**config.mk**
```make
export PLATFORM = sky130hd
export DESIGN_NAME = sdis_flags
export DESIGN_NICKNAME = d
export VERILOG_FILES = /design/src/sdis_flags.v
export VERILOG_INCLUDE_DIRS = /design/src
export SDC_FILE = /design/constraint.sdc
export NUM_CORES = 1
export LEC_CHECK = 0
export BUFFER_PORTS_ARGS = -buffer_cell sky130_fd_sc_hd__buf_4
export CAP_MARGIN = 20
export CORE_UTILIZATION = 31
export DETAILED_ROUTE_END_ITERATION = 16
export HOLD_SLACK_MARGIN = 0.1
export PLACE_DENSITY = 0.67
export REMOVE_ABC_BUFFERS = 1
export SKIP_CTS_REPAIR_TIMING = 1
export SYNTH_ARGS = -nofsm -noshare
export SYNTH_HDL_FRONTEND = slang
export SYNTH_SLANG_ARGS = --single-unit
```
**constraint.sdc**
```tcl
create_clock -name CLK_I -period 1.9 [get_ports CLK_I]
set_input_delay 0.285 -clock CLK_I [delete_from_list [all_inputs] [get_ports CLK_I]]
set_output_delay 0.285 -clock CLK_I [all_outputs]
set_load 0.05 [all_outputs]
```
**src/sdis_defines.vh**
```
// Purpose: constants for the sd host interrupt status flag bank
// Assumes: 32-bit register port, word index addressing
// Notes: offsets are word indices on the plain register port
`ifndef SDIS_DEFINES_VH
`define SDIS_DEFINES_VH
`define SDIS_ADDR_W 4
`define SDIS_STAT_ADDR 4'h0
`define SDIS_RAW_ADDR 4'h1
`define SDIS_BIT_CMD 0
`define SDIS_BIT_XFER 1
`define SDIS_BIT_GAP 2
`define SDIS_BIT_DMA 3
`define SDIS_BIT_WRDY 4
`define SDIS_BIT_RRDY 5
`define SDIS_BIT_INS 6
`define SDIS_BIT_REM 7
`define SDIS_BIT_CARD 8
`define SDIS_FLAG_W 8
`define SDIS_STAT_RST 32'h0000_0000
`define SDIS_DEBOUNCE_NS 1000
`define SDIS_CLK_MHZ 250
`endif

```
**src/sdis_flags.v**
```verilog
// Purpose: interrupt status flags of an sd host controller
// Assumes: event inputs are one-cycle pulses on CLK_I
// Notes: card detect pin is synchronised and debounced here
//
// Added by the designer: the address map and the plain strobed port.
`include "sdis_defines.vh"

module sdis_flags #(
	parameter DEBOUNCE_CYC = (`SDIS_DEBOUNCE_NS * `SDIS_CLK_MHZ + 999) / 1000
) (
	input wire CLK_I,
	input wire RST_N_I,
	input wire [`SDIS_ADDR_W-1:0] ADDR_I,
	input wire [31:0] WDATA_I,
	input wire WR_I,
	input wire RD_I,
	output reg [31:0] RDATA_O,
	input wire CARD_DETECT_I,
	input wire CARD_IRQ_I,
	input wire RD_READY_I,
	input wire WR_READY_I,
	input wire DMA_EVENT_I,
	input wire BLOCK_GAP_I,
	input wire XFER_DONE_I,
	input wire CMD_DONE_I,
	output wire IRQ_O
);

	localparam CW = 16;

	reg det_s1;
	reg det_s2;
	reg irq_s1;
	reg irq_s2;
	reg det_stable;
	reg [CW-1:0] db_cnt;
	reg [`SDIS_FLAG_W-1:0] flags;
	reg [`SDIS_FLAG_W-1:0] next_flags;
	reg [`SDIS_FLAG_W-1:0] set_vec;
	reg ins_evt;
	reg rem_evt;
	wire wr_stat;

	// two-flop synchronisers for pin inputs
	always @(posedge CLK_I or negedge RST_N_I) begin
		if (!RST_N_I) begin
			det_s1 <= 1'b0;
			det_s2 <= 1'b0;
			irq_s1 <= 1'b0;
			irq_s2 <= 1'b0;
		end else begin
			det_s1 <= CARD_DETECT_I;
			det_s2 <= det_s1;
			irq_s1 <= CARD_IRQ_I;
			irq_s2 <= irq_s1;
		end
	end

	always @(posedge CLK_I or negedge RST_N_I) begin
		if (!RST_N_I) begin
			det_stable <= 1'b0;
			db_cnt <= {CW{1'b0}};
			ins_evt <= 1'b0;
			rem_evt <= 1'b0;
		end else begin
			ins_evt <= 1'b0;
			rem_evt <= 1'b0;
			if (det_s2 == det_stable) begin
				db_cnt <= {CW{1'b0}};
			end else if (db_cnt == DEBOUNCE_CYC[CW-1:0] - 1'b1) begin
				db_cnt <= {CW{1'b0}};
				det_stable <= det_s2;
				ins_evt <= det_s2;
				rem_evt <= ~det_s2;
			end else begin
				db_cnt <= db_cnt + 1'b1;
			end
		end
	end

	assign wr_stat = WR_I && (ADDR_I == `SDIS_STAT_ADDR);

	// sticky flag update, set beats clear
	always @* begin
		set_vec = {`SDIS_FLAG_W{1'b0}};
		set_vec[`SDIS_BIT_CMD] = CMD_DONE_I;
		set_vec[`SDIS_BIT_XFER] = XFER_DONE_I;
		set_vec[`SDIS_BIT_GAP] = BLOCK_GAP_I;
		set_vec[`SDIS_BIT_DMA] = DMA_EVENT_I;
		set_vec[`SDIS_BIT_WRDY] = WR_READY_I;
		set_vec[`SDIS_BIT_RRDY] = RD_READY_I;
		set_vec[`SDIS_BIT_INS] = ins_evt;
		set_vec[`SDIS_BIT_REM] = rem_evt;
		next_flags = flags;
		if (wr_stat) begin
			next_flags = next_flags & ~WDATA_I[`SDIS_FLAG_W-1:0];
		end
		next_flags = next_flags | set_vec;
	end

	always @(posedge CLK_I or negedge RST_N_I) begin
		if (!RST_N_I) begin
			flags <= {`SDIS_FLAG_W{1'b0}};
		end else begin
			flags <= next_flags;
		end
	end

	// read data, one cycle after strobe
	always @(posedge CLK_I or negedge RST_N_I) begin
		if (!RST_N_I) begin
			RDATA_O <= `SDIS_STAT_RST;
		end else if (RD_I) begin
			case (ADDR_I)
				// live card interrupt; upper bits zero
				`SDIS_STAT_ADDR: RDATA_O <= {23'h0, irq_s2, flags};
				`SDIS_RAW_ADDR: RDATA_O <= {30'h0, det_stable, det_s2};
				default: RDATA_O <= 32'h0000_0000;
			endcase
		end else begin
			RDATA_O <= 32'h0000_0000;
		end
	end

	assign IRQ_O = (|flags) | irq_s2;

endmodule

```
==> metrics, run 1 <==
Yosys warning count=0; drt first pass iters=4; count of filler cells inserted in the layout=about 580; Final Slew Violations=0; first-pass GRT wire length=about 5400 µm; slack of the worst reg-to-reg path=between 0.3 and 0.4 ns; maximum resistive drop on vdd=0.000284 V; global placement routability congestion=0.779; Max stage delay on crit path=~0.40 ns; iteration-0 DRC count of the detailed router=~50; Final setup violation count=0; Period minus WS final=about 1.7 ns; Post-layout nets=about 260; number of buffers on the longest clock path=2; overall power of the completed layout=about 0.0017 W; final sum of negative setup slack=0 ns; Fin Clk Skew=0.00596 ns; horizontal die dimension=approximately 80 µm; capture point of the critical path=IRQ_O; growth of design area from synthesis to finish=18.9%; number of synthesized flops with an enable pin=0; number of global-route vias before repair=between 1000 and 1500; largest net degree at the start of global routing=between 40 and 50; total number of placement rows=27; clock net sink count=40; stages on the worst setup path=3; DR WL/cell=between 10 and 15 µm; clock slew at reported path FFs=around 0.080 ns; data required time at the worst endpoint=1.62 ns; average footprint of a synthesized cell=around 11 µm²; Max Freq=approximately 580 MHz; sequential area share after synthesis=0.535; category of the critical setup timing path=reg2out; Critical Path Fanout Max=3; area of the die=roughly 6400 µm²; ordered list of cells on the worst path=nor4_1, nand3_1, buf_4; RSZ-0062 raised after global routing=false; TritonCTS clock tree=built; Sw Pwr=around 0.00046 W; clock share of power=0.355; async set-reset flop share out of synthesis=1.00; R2R Path End=db_cnt[14]$_DFF_PN0_; total power divided by cell area=approximately 750 nW/µm²; leakage power total=approximately 1.0 nW; Top Family by Delay on Critical Path=simple AND/OR/NAND/NOR gates; number of buffers inserted during clock tree synthesis=5; number of antenna violations at the first check in global routing=0; clock tree root buffer cell=clkbuf_8; reg-to-reg critical path startpoint=db_cnt[0]$_DFF_PN0_; remaining antenna violation count after routing=0; design internal power=0.00121 W; total DRC errors in the routed layout=0; Overall Global Routing Usage=0.112; max_cap viols=0; Tcrit/Tclk final=0.907; sequential fraction of design power=0.527; Detailed Route WL=3070 µm; share of post-route cells with drive strength above 1=0.233; height of the chip=about 80 µm; post-synthesis cell area=1870 µm²; combinational cell fraction of total power=0.118; estimated wirelength of the detail-placed design=between 2000 and 2500 µm; number of distinct library cell variants in the gate-level netlist after synthesis=27; gate count after technology mapping=170; switching power as a share of total power=0.274; starting density of the core=0.330; worst setup path startpoint=flags[2]$_DFF_PN0_; CORE AREA=5680 µm²; number of vias in the routed layout=approximately 1200; cell count of the worst reg-to-reg path=5; type of the tightest min-delay check=in2reg; clock latency at the later pin of the worst-skew pair=slightly below 0.3 ns; final number of hold-violating endpoints=0; Critical Path End Type=output port; cell with the biggest individual delay on the critical path=dfrtp_1; deepest level of the CTS H-tree=2; flops & latches, synth=40; overflow left after global routing=0; result of the run=completed; Top-Level Pins=81; via count normalized by instance count=between 4 and 5; Data arrival, critical path=approximately 1.4 ns; Bufs and invs on worst path=1; diode insertion count for antenna repair=0; Startpoint Class=flop; port buffer count=33; most frequently used flop master after synthesis=dfrtp_1
worst min path at each step:
stage,slack (ns),to,startpoint,depth (start not counted)
floorplan,-0.01,RDATA_O[0]$_DFF_PN0_,RST_N_I,0
global placement,0.28,flags[2]$_DFF_PN0_,RST_N_I,1
detailed placement,0.29,flags[3]$_DFF_PN0_,RST_N_I,1
CTS,-0.02,flags[3]$_DFF_PN0_,RST_N_I,1
global route,0.16,flags[0]$_DFF_PN0_,CMD_DONE_I,2
finish,0.17,flags[0]$_DFF_PN0_,CMD_DONE_I,2
state kept, by name, indices dropped and copies added (netlist names):
name / cells
RDATA_O: 9
db_cnt: 16
det_s1: 1
det_s2: 1
det_stable: 1
flags: 8
ins_evt: 1
irq_s1: 1
irq_s2: 1
rem_evt: 1
layout by cell type, fill, tap and decap left out:
master          n
a21o_1          8
conb_1         23
and2_1          7
nand3_1         5
buf_4          33
nand4_1         3
nor4_2          4
nor2_1         22
xor2_1          4
and3b_1         1
xnor2_1        11
ha_1            2
dlygate4sd3_1   3
clkinvlp_4      2
nand4_2         2
nor3_1          7
nor3b_1         2
inv_1           4
mux2_1          1
nand4_4         1
dfrtp_1        40
nor4_1          2
nand2_1        12
and4_1          1
nand2_2         1
and4bb_1        1
clkbuf_8        6
mux2i_1         2
cells in the mapped netlist (all sizes together) (2+ instances only):
cell type / n / share of area
mux2i: 2 / 0.011
and2: 7 / 0.023
buf: 26 / 0.10
nand4: 6 / 0.035
nand3: 5 / 0.013
nor4: 6 / 0.033
a21o: 8 / 0.032
nand2: 13 / 0.027
nor3b: 2 / 0.0080
xnor2: 11 / 0.051
inv: 4 / 0.0080
xor2: 4 / 0.019
ha: 2 / 0.013
dfrtp: 40 / 0.53
nor2: 22 / 0.044
nor3: 7 / 0.019
power by group through the flow:
| stage | registers (W) | logic, W | clock network (W) |
|---|---|---|---|
| 2_1_floorplan | 0.000899 | 0.000121 | 0 |
| 3_3_place_gp | 0.000892 | 0.000191 | 0 |
| 3_5_place_dp | 0.000893 | 0.000193 | 0 |
| 4_1_cts | 0.000876 | 0.000193 | 0.000603 |
| 5_1_grt | 0.000878 | 0.000212 | 0.000638 |
| 6_report | 0.000876 | 0.000196 | 0.000591 |
cell families after synthesis:
| kind of cell | after synthesis | share of synthesized area |
|---|---|---|
| other cells | 1 | 0.00200 |
| flops | 40 | 0.535 |
| mux | 3 | 0.0167 |
| buf+inv | 30 | 0.112 |
| xor+xnor | 15 | 0.0702 |
| fa+ha+maj | 2 | 0.0134 |
| compound gates | 8 | 0.0321 |
| simple gates | 71 | 0.219 |
final cells by class:
| cell class | instances | area (µm²) | area share |
|---|---|---|---|
| Sequential cell | 40 | 1000 | 0.450 |
| Multi-Input combinational cell | 122 | 744 | 0.334 |
| Timing Repair Buffer | 36 | 278 | 0.125 |
| Tap cell | 72 | 90.1 | 0.0405 |
| Clock buffer | 6 | 82.6 | 0.0371 |
| Clock inverter | 2 | 15.0 | 0.00675 |
| Inverter | 4 | 15.0 | 0.00675 |
per-stage QoR:
step           area (µm²)  setup slack (ns)   util  std cells  hold slack, ns
2_1_floorplan        1760             0.549      -        166         -0.0106
3_3_place_gp         2100             0.365  0.370        271           0.284
3_5_place_dp         2100             0.352  0.370        271           0.291
4_1_cts              2200             0.181  0.387        279         -0.0248
5_1_grt              2230            0.0662  0.392        282           0.164
6_report             2230             0.177  0.392        282           0.166
per-layer routing:
| metal | up-vias | wire, µm | global-route usage | part of all wire |
|---|---|---|---|---|
| met3 | 2 | 123 | 0.0206 | 0.040 |
| met5 | - | 0 | 0 | 0 |
| met4 | 0 | 40 | 0.0564 | 0.013 |
| met2 | 35 | 1510 | 0.188 | 0.49 |
| li1 | 596 | - | - | - |
| met1 | 571 | 1400 | 0.138 | 0.46 |
worst register-to-register path, stage by stage, from the launching register on:
cell and delay (ns):
dfrtp_1 0.42, ha_1 0.25, nand4_1 0.24, nor4_2 0.30
xnor2_1 0.16, nor2_1 0.06
Note: power is estimated with default switching activity, not from simulation.
==> run 2: changes to the inputs <==
- CORE_ASPECT_RATIO: unset -> 0.5
==> metrics, run 2 (synthesis results as in run 1) <==
result of the run=complete, but fails checks; violations in the final reports=design-rule violations; clock net sink count=40 (unchanged); area of combinational cells with multiple inputs=744 µm² (unchanged); Final setup violation count=0 (unchanged); number of global-route vias before repair=1253 (+6.3%); category of the critical setup timing path=reg2out; deepest level of the CTS H-tree=2 (unchanged); count of filler cells inserted in the layout=536 (-7.1%); Max stage delay on crit path=0.39 ns (about the same); capture point of the critical path=IRQ_O; area of the die=6370 µm² (+0.29%); via count normalized by instance count=4.37 (+2.3%); FF/Latch Area=1000 µm² (unchanged); register bank with the most flops=db_cnt; flip-flop count of the largest register, all copies and words added=16 (unchanged); iteration-0 DRC count of the detailed router=61 (+24%); cell with the biggest individual delay on the critical path=dfrtp_1; Max Freq=610 MHz (+5.2%); ordered list of cells on the worst path=nor4_1, nand3_1, buf_4; Period minus WS final=1.64 ns (-0.0846 ns); type of the tightest min-delay check=in2reg; largest net degree at the start of global routing=41 (unchanged); most common cell after layout, fill and taps aside=dfrtp_1; clock slew at reported path FFs=0.06 ns (-0.02 ns); height of the chip=56.9 µm (-29%); Final Slew Violations=0 (unchanged); first-pass GRT wire length=5750 µm (+6.4%); clock tree root buffer cell=clkbuf_16; total number of placement rows=19 (-30%); TritonCTS clock tree=built; clock latency at the later pin of the worst-skew pair=0.28 ns (about the same); worst setup path startpoint=flags[3]$_DFF_PN0_; R2R Path End=db_cnt[14]$_DFF_PN0_; number of antenna violations at the first check in global routing=0 (unchanged); overall power of the completed layout=0.00203 W (+22%); cell count of the worst reg-to-reg path=5 (unchanged); Critical Path Fanout Max=3 (unchanged); total power divided by cell area=891 nW/µm² (+19%); slack of the worst reg-to-reg path=0.35 ns (-0.02 ns); final core utilization=0.403 (+0.0112); global placement routability congestion=0.750 (-3.7%); overflow left after global routing=0 (unchanged); slew at the pin with the worst max-slew slack=0.501 ns; number of buffers inserted during clock tree synthesis=5 (unchanged); growth of design area from synthesis to finish=21.9%; diode insertion count for antenna repair=0 (unchanged); DR WL/cell=11.4 µm (+4.8%); tightest slew margin relative to the limit=0.666; Top-Level Pins=81 (unchanged); starting density of the core=0.331 (+0.00102); remaining antenna violation count after routing=0 (unchanged); reg-to-reg critical path startpoint=db_cnt[0]$_DFF_PN0_; leakage power total=1.06 nW (+3.1%); horizontal die dimension=112 µm (+40%); max_cap viols=0 (unchanged); Hold Startpoint=CARD_DETECT_I; share of post-route cells with drive strength above 1=0.236 (+0.00224); data required time at the worst endpoint=1.62 ns (about the same); drt first pass iters=12 (+8); port buffer count=33 (unchanged); number of buffers on the longest clock path=2 (unchanged); Data arrival, critical path=1.35 ns (-0.09 ns); maximum resistive drop on vdd=0.000316 V (+11%); highest-count cells in the layout ignoring fill and taps=dfrtp_1, buf_4, conb_1; Overall Global Routing Usage=0.116 (+0.00334); final sum of negative setup slack=0 ns (unchanged); final number of hold-violating endpoints=0 (unchanged); Critical Path End Type=output port; Tcrit/Tclk final=0.862 (-0.0445); Detailed Route WL=3200 µm (+4.4%); CORE AREA=5660 µm² (-0.31%); largest registers=db_cnt (16), RDATA_O (9), flags (8); Top Family by Delay on Critical Path=simple AND/OR/NAND/NOR gates; RSZ-0062 raised after global routing=false; estimated wirelength of the detail-placed design=2310 µm (+6.5%); stages on the worst setup path=3 (unchanged); number of vias in the routed layout=1227 (+1.9%); Bufs and invs on worst path=1 (unchanged); Post-layout nets=257 (-0.77%); Fin Clk Skew=0.00412 ns (-0.00184 ns); total DRC errors in the routed layout=3 (+3); Startpoint Class=flop
run 2: changes by cell type in the layout (fill, tap and decap cells not counted), sizes merged:
| cell | change |
|---|---|
| clkinv | +2 |
| clkinvlp | -2 |
| bufinv | +1 |
| dlygate4sd3 | -2 |
| clkbuf | -1 |
run 2: routing by layer:
layer	up-vias	share of wire	track usage
li1	592	-	-
met1	586	0.43	0.134
met2	42	0.49	0.205
met3	7	0.056	0.0287
met4	0	0.022	0.0579
met5	-	0	0
run 2: power by group:
group	internal [W]	switching, W
Combinational	0.0000460	0.000148
Sequential	0.000865	0.0000119
Clock	0.000623	0.000340
run 2: worst min-delay path by stage:
stage | to | slack, ns | cells past startpoint
floorplan | RDATA_O[0]$_DFF_PN0_ | -0.01 | 0
global placement | RDATA_O[8]$_DFF_PN0_ | 0.28 | 1
detailed placement | RDATA_O[7]$_DFF_PN0_ | 0.29 | 1
CTS | RDATA_O[7]$_DFF_PN0_ | -0.02 | 1
global route | det_s1$_DFF_PN0_ | 0.10 | 1
finish | det_s1$_DFF_PN0_ | 0.11 | 1
run 2: cell type report:
type                    instances  share of cell area
flip-flops and latches         40               0.439
multi-input cells             122               0.326
repair buffers                 34               0.113
clock buffers                   5              0.0548
well taps                      73              0.0400
clock inverters                 3              0.0208
inverters                       4             0.00658
run 2: per-stage QoR:
stage / cells / hold slack (ns) / setup WS, ns / cell area, µm²
3_5_place_dp: 272 / 0.287 / 0.344 / 2100
5_1_grt: 281 / 0.102 / 0.170 / 2280
6_report: 281 / 0.107 / 0.262 / 2280
2_1_floorplan: 166 / -0.0106 / 0.549 / 1760
4_1_cts: 280 / -0.0150 / 0.208 / 2270
3_3_place_gp: 272 / 0.281 / 0.375 / 2100
run 2: worst reg2reg max path: stages, from the launching register on:
cell     delay, ns
dfrtp_1       0.41
ha_1          0.26
nand4_1       0.25
nor4_2        0.30
xnor2_1       0.15
nor2_1        0.06
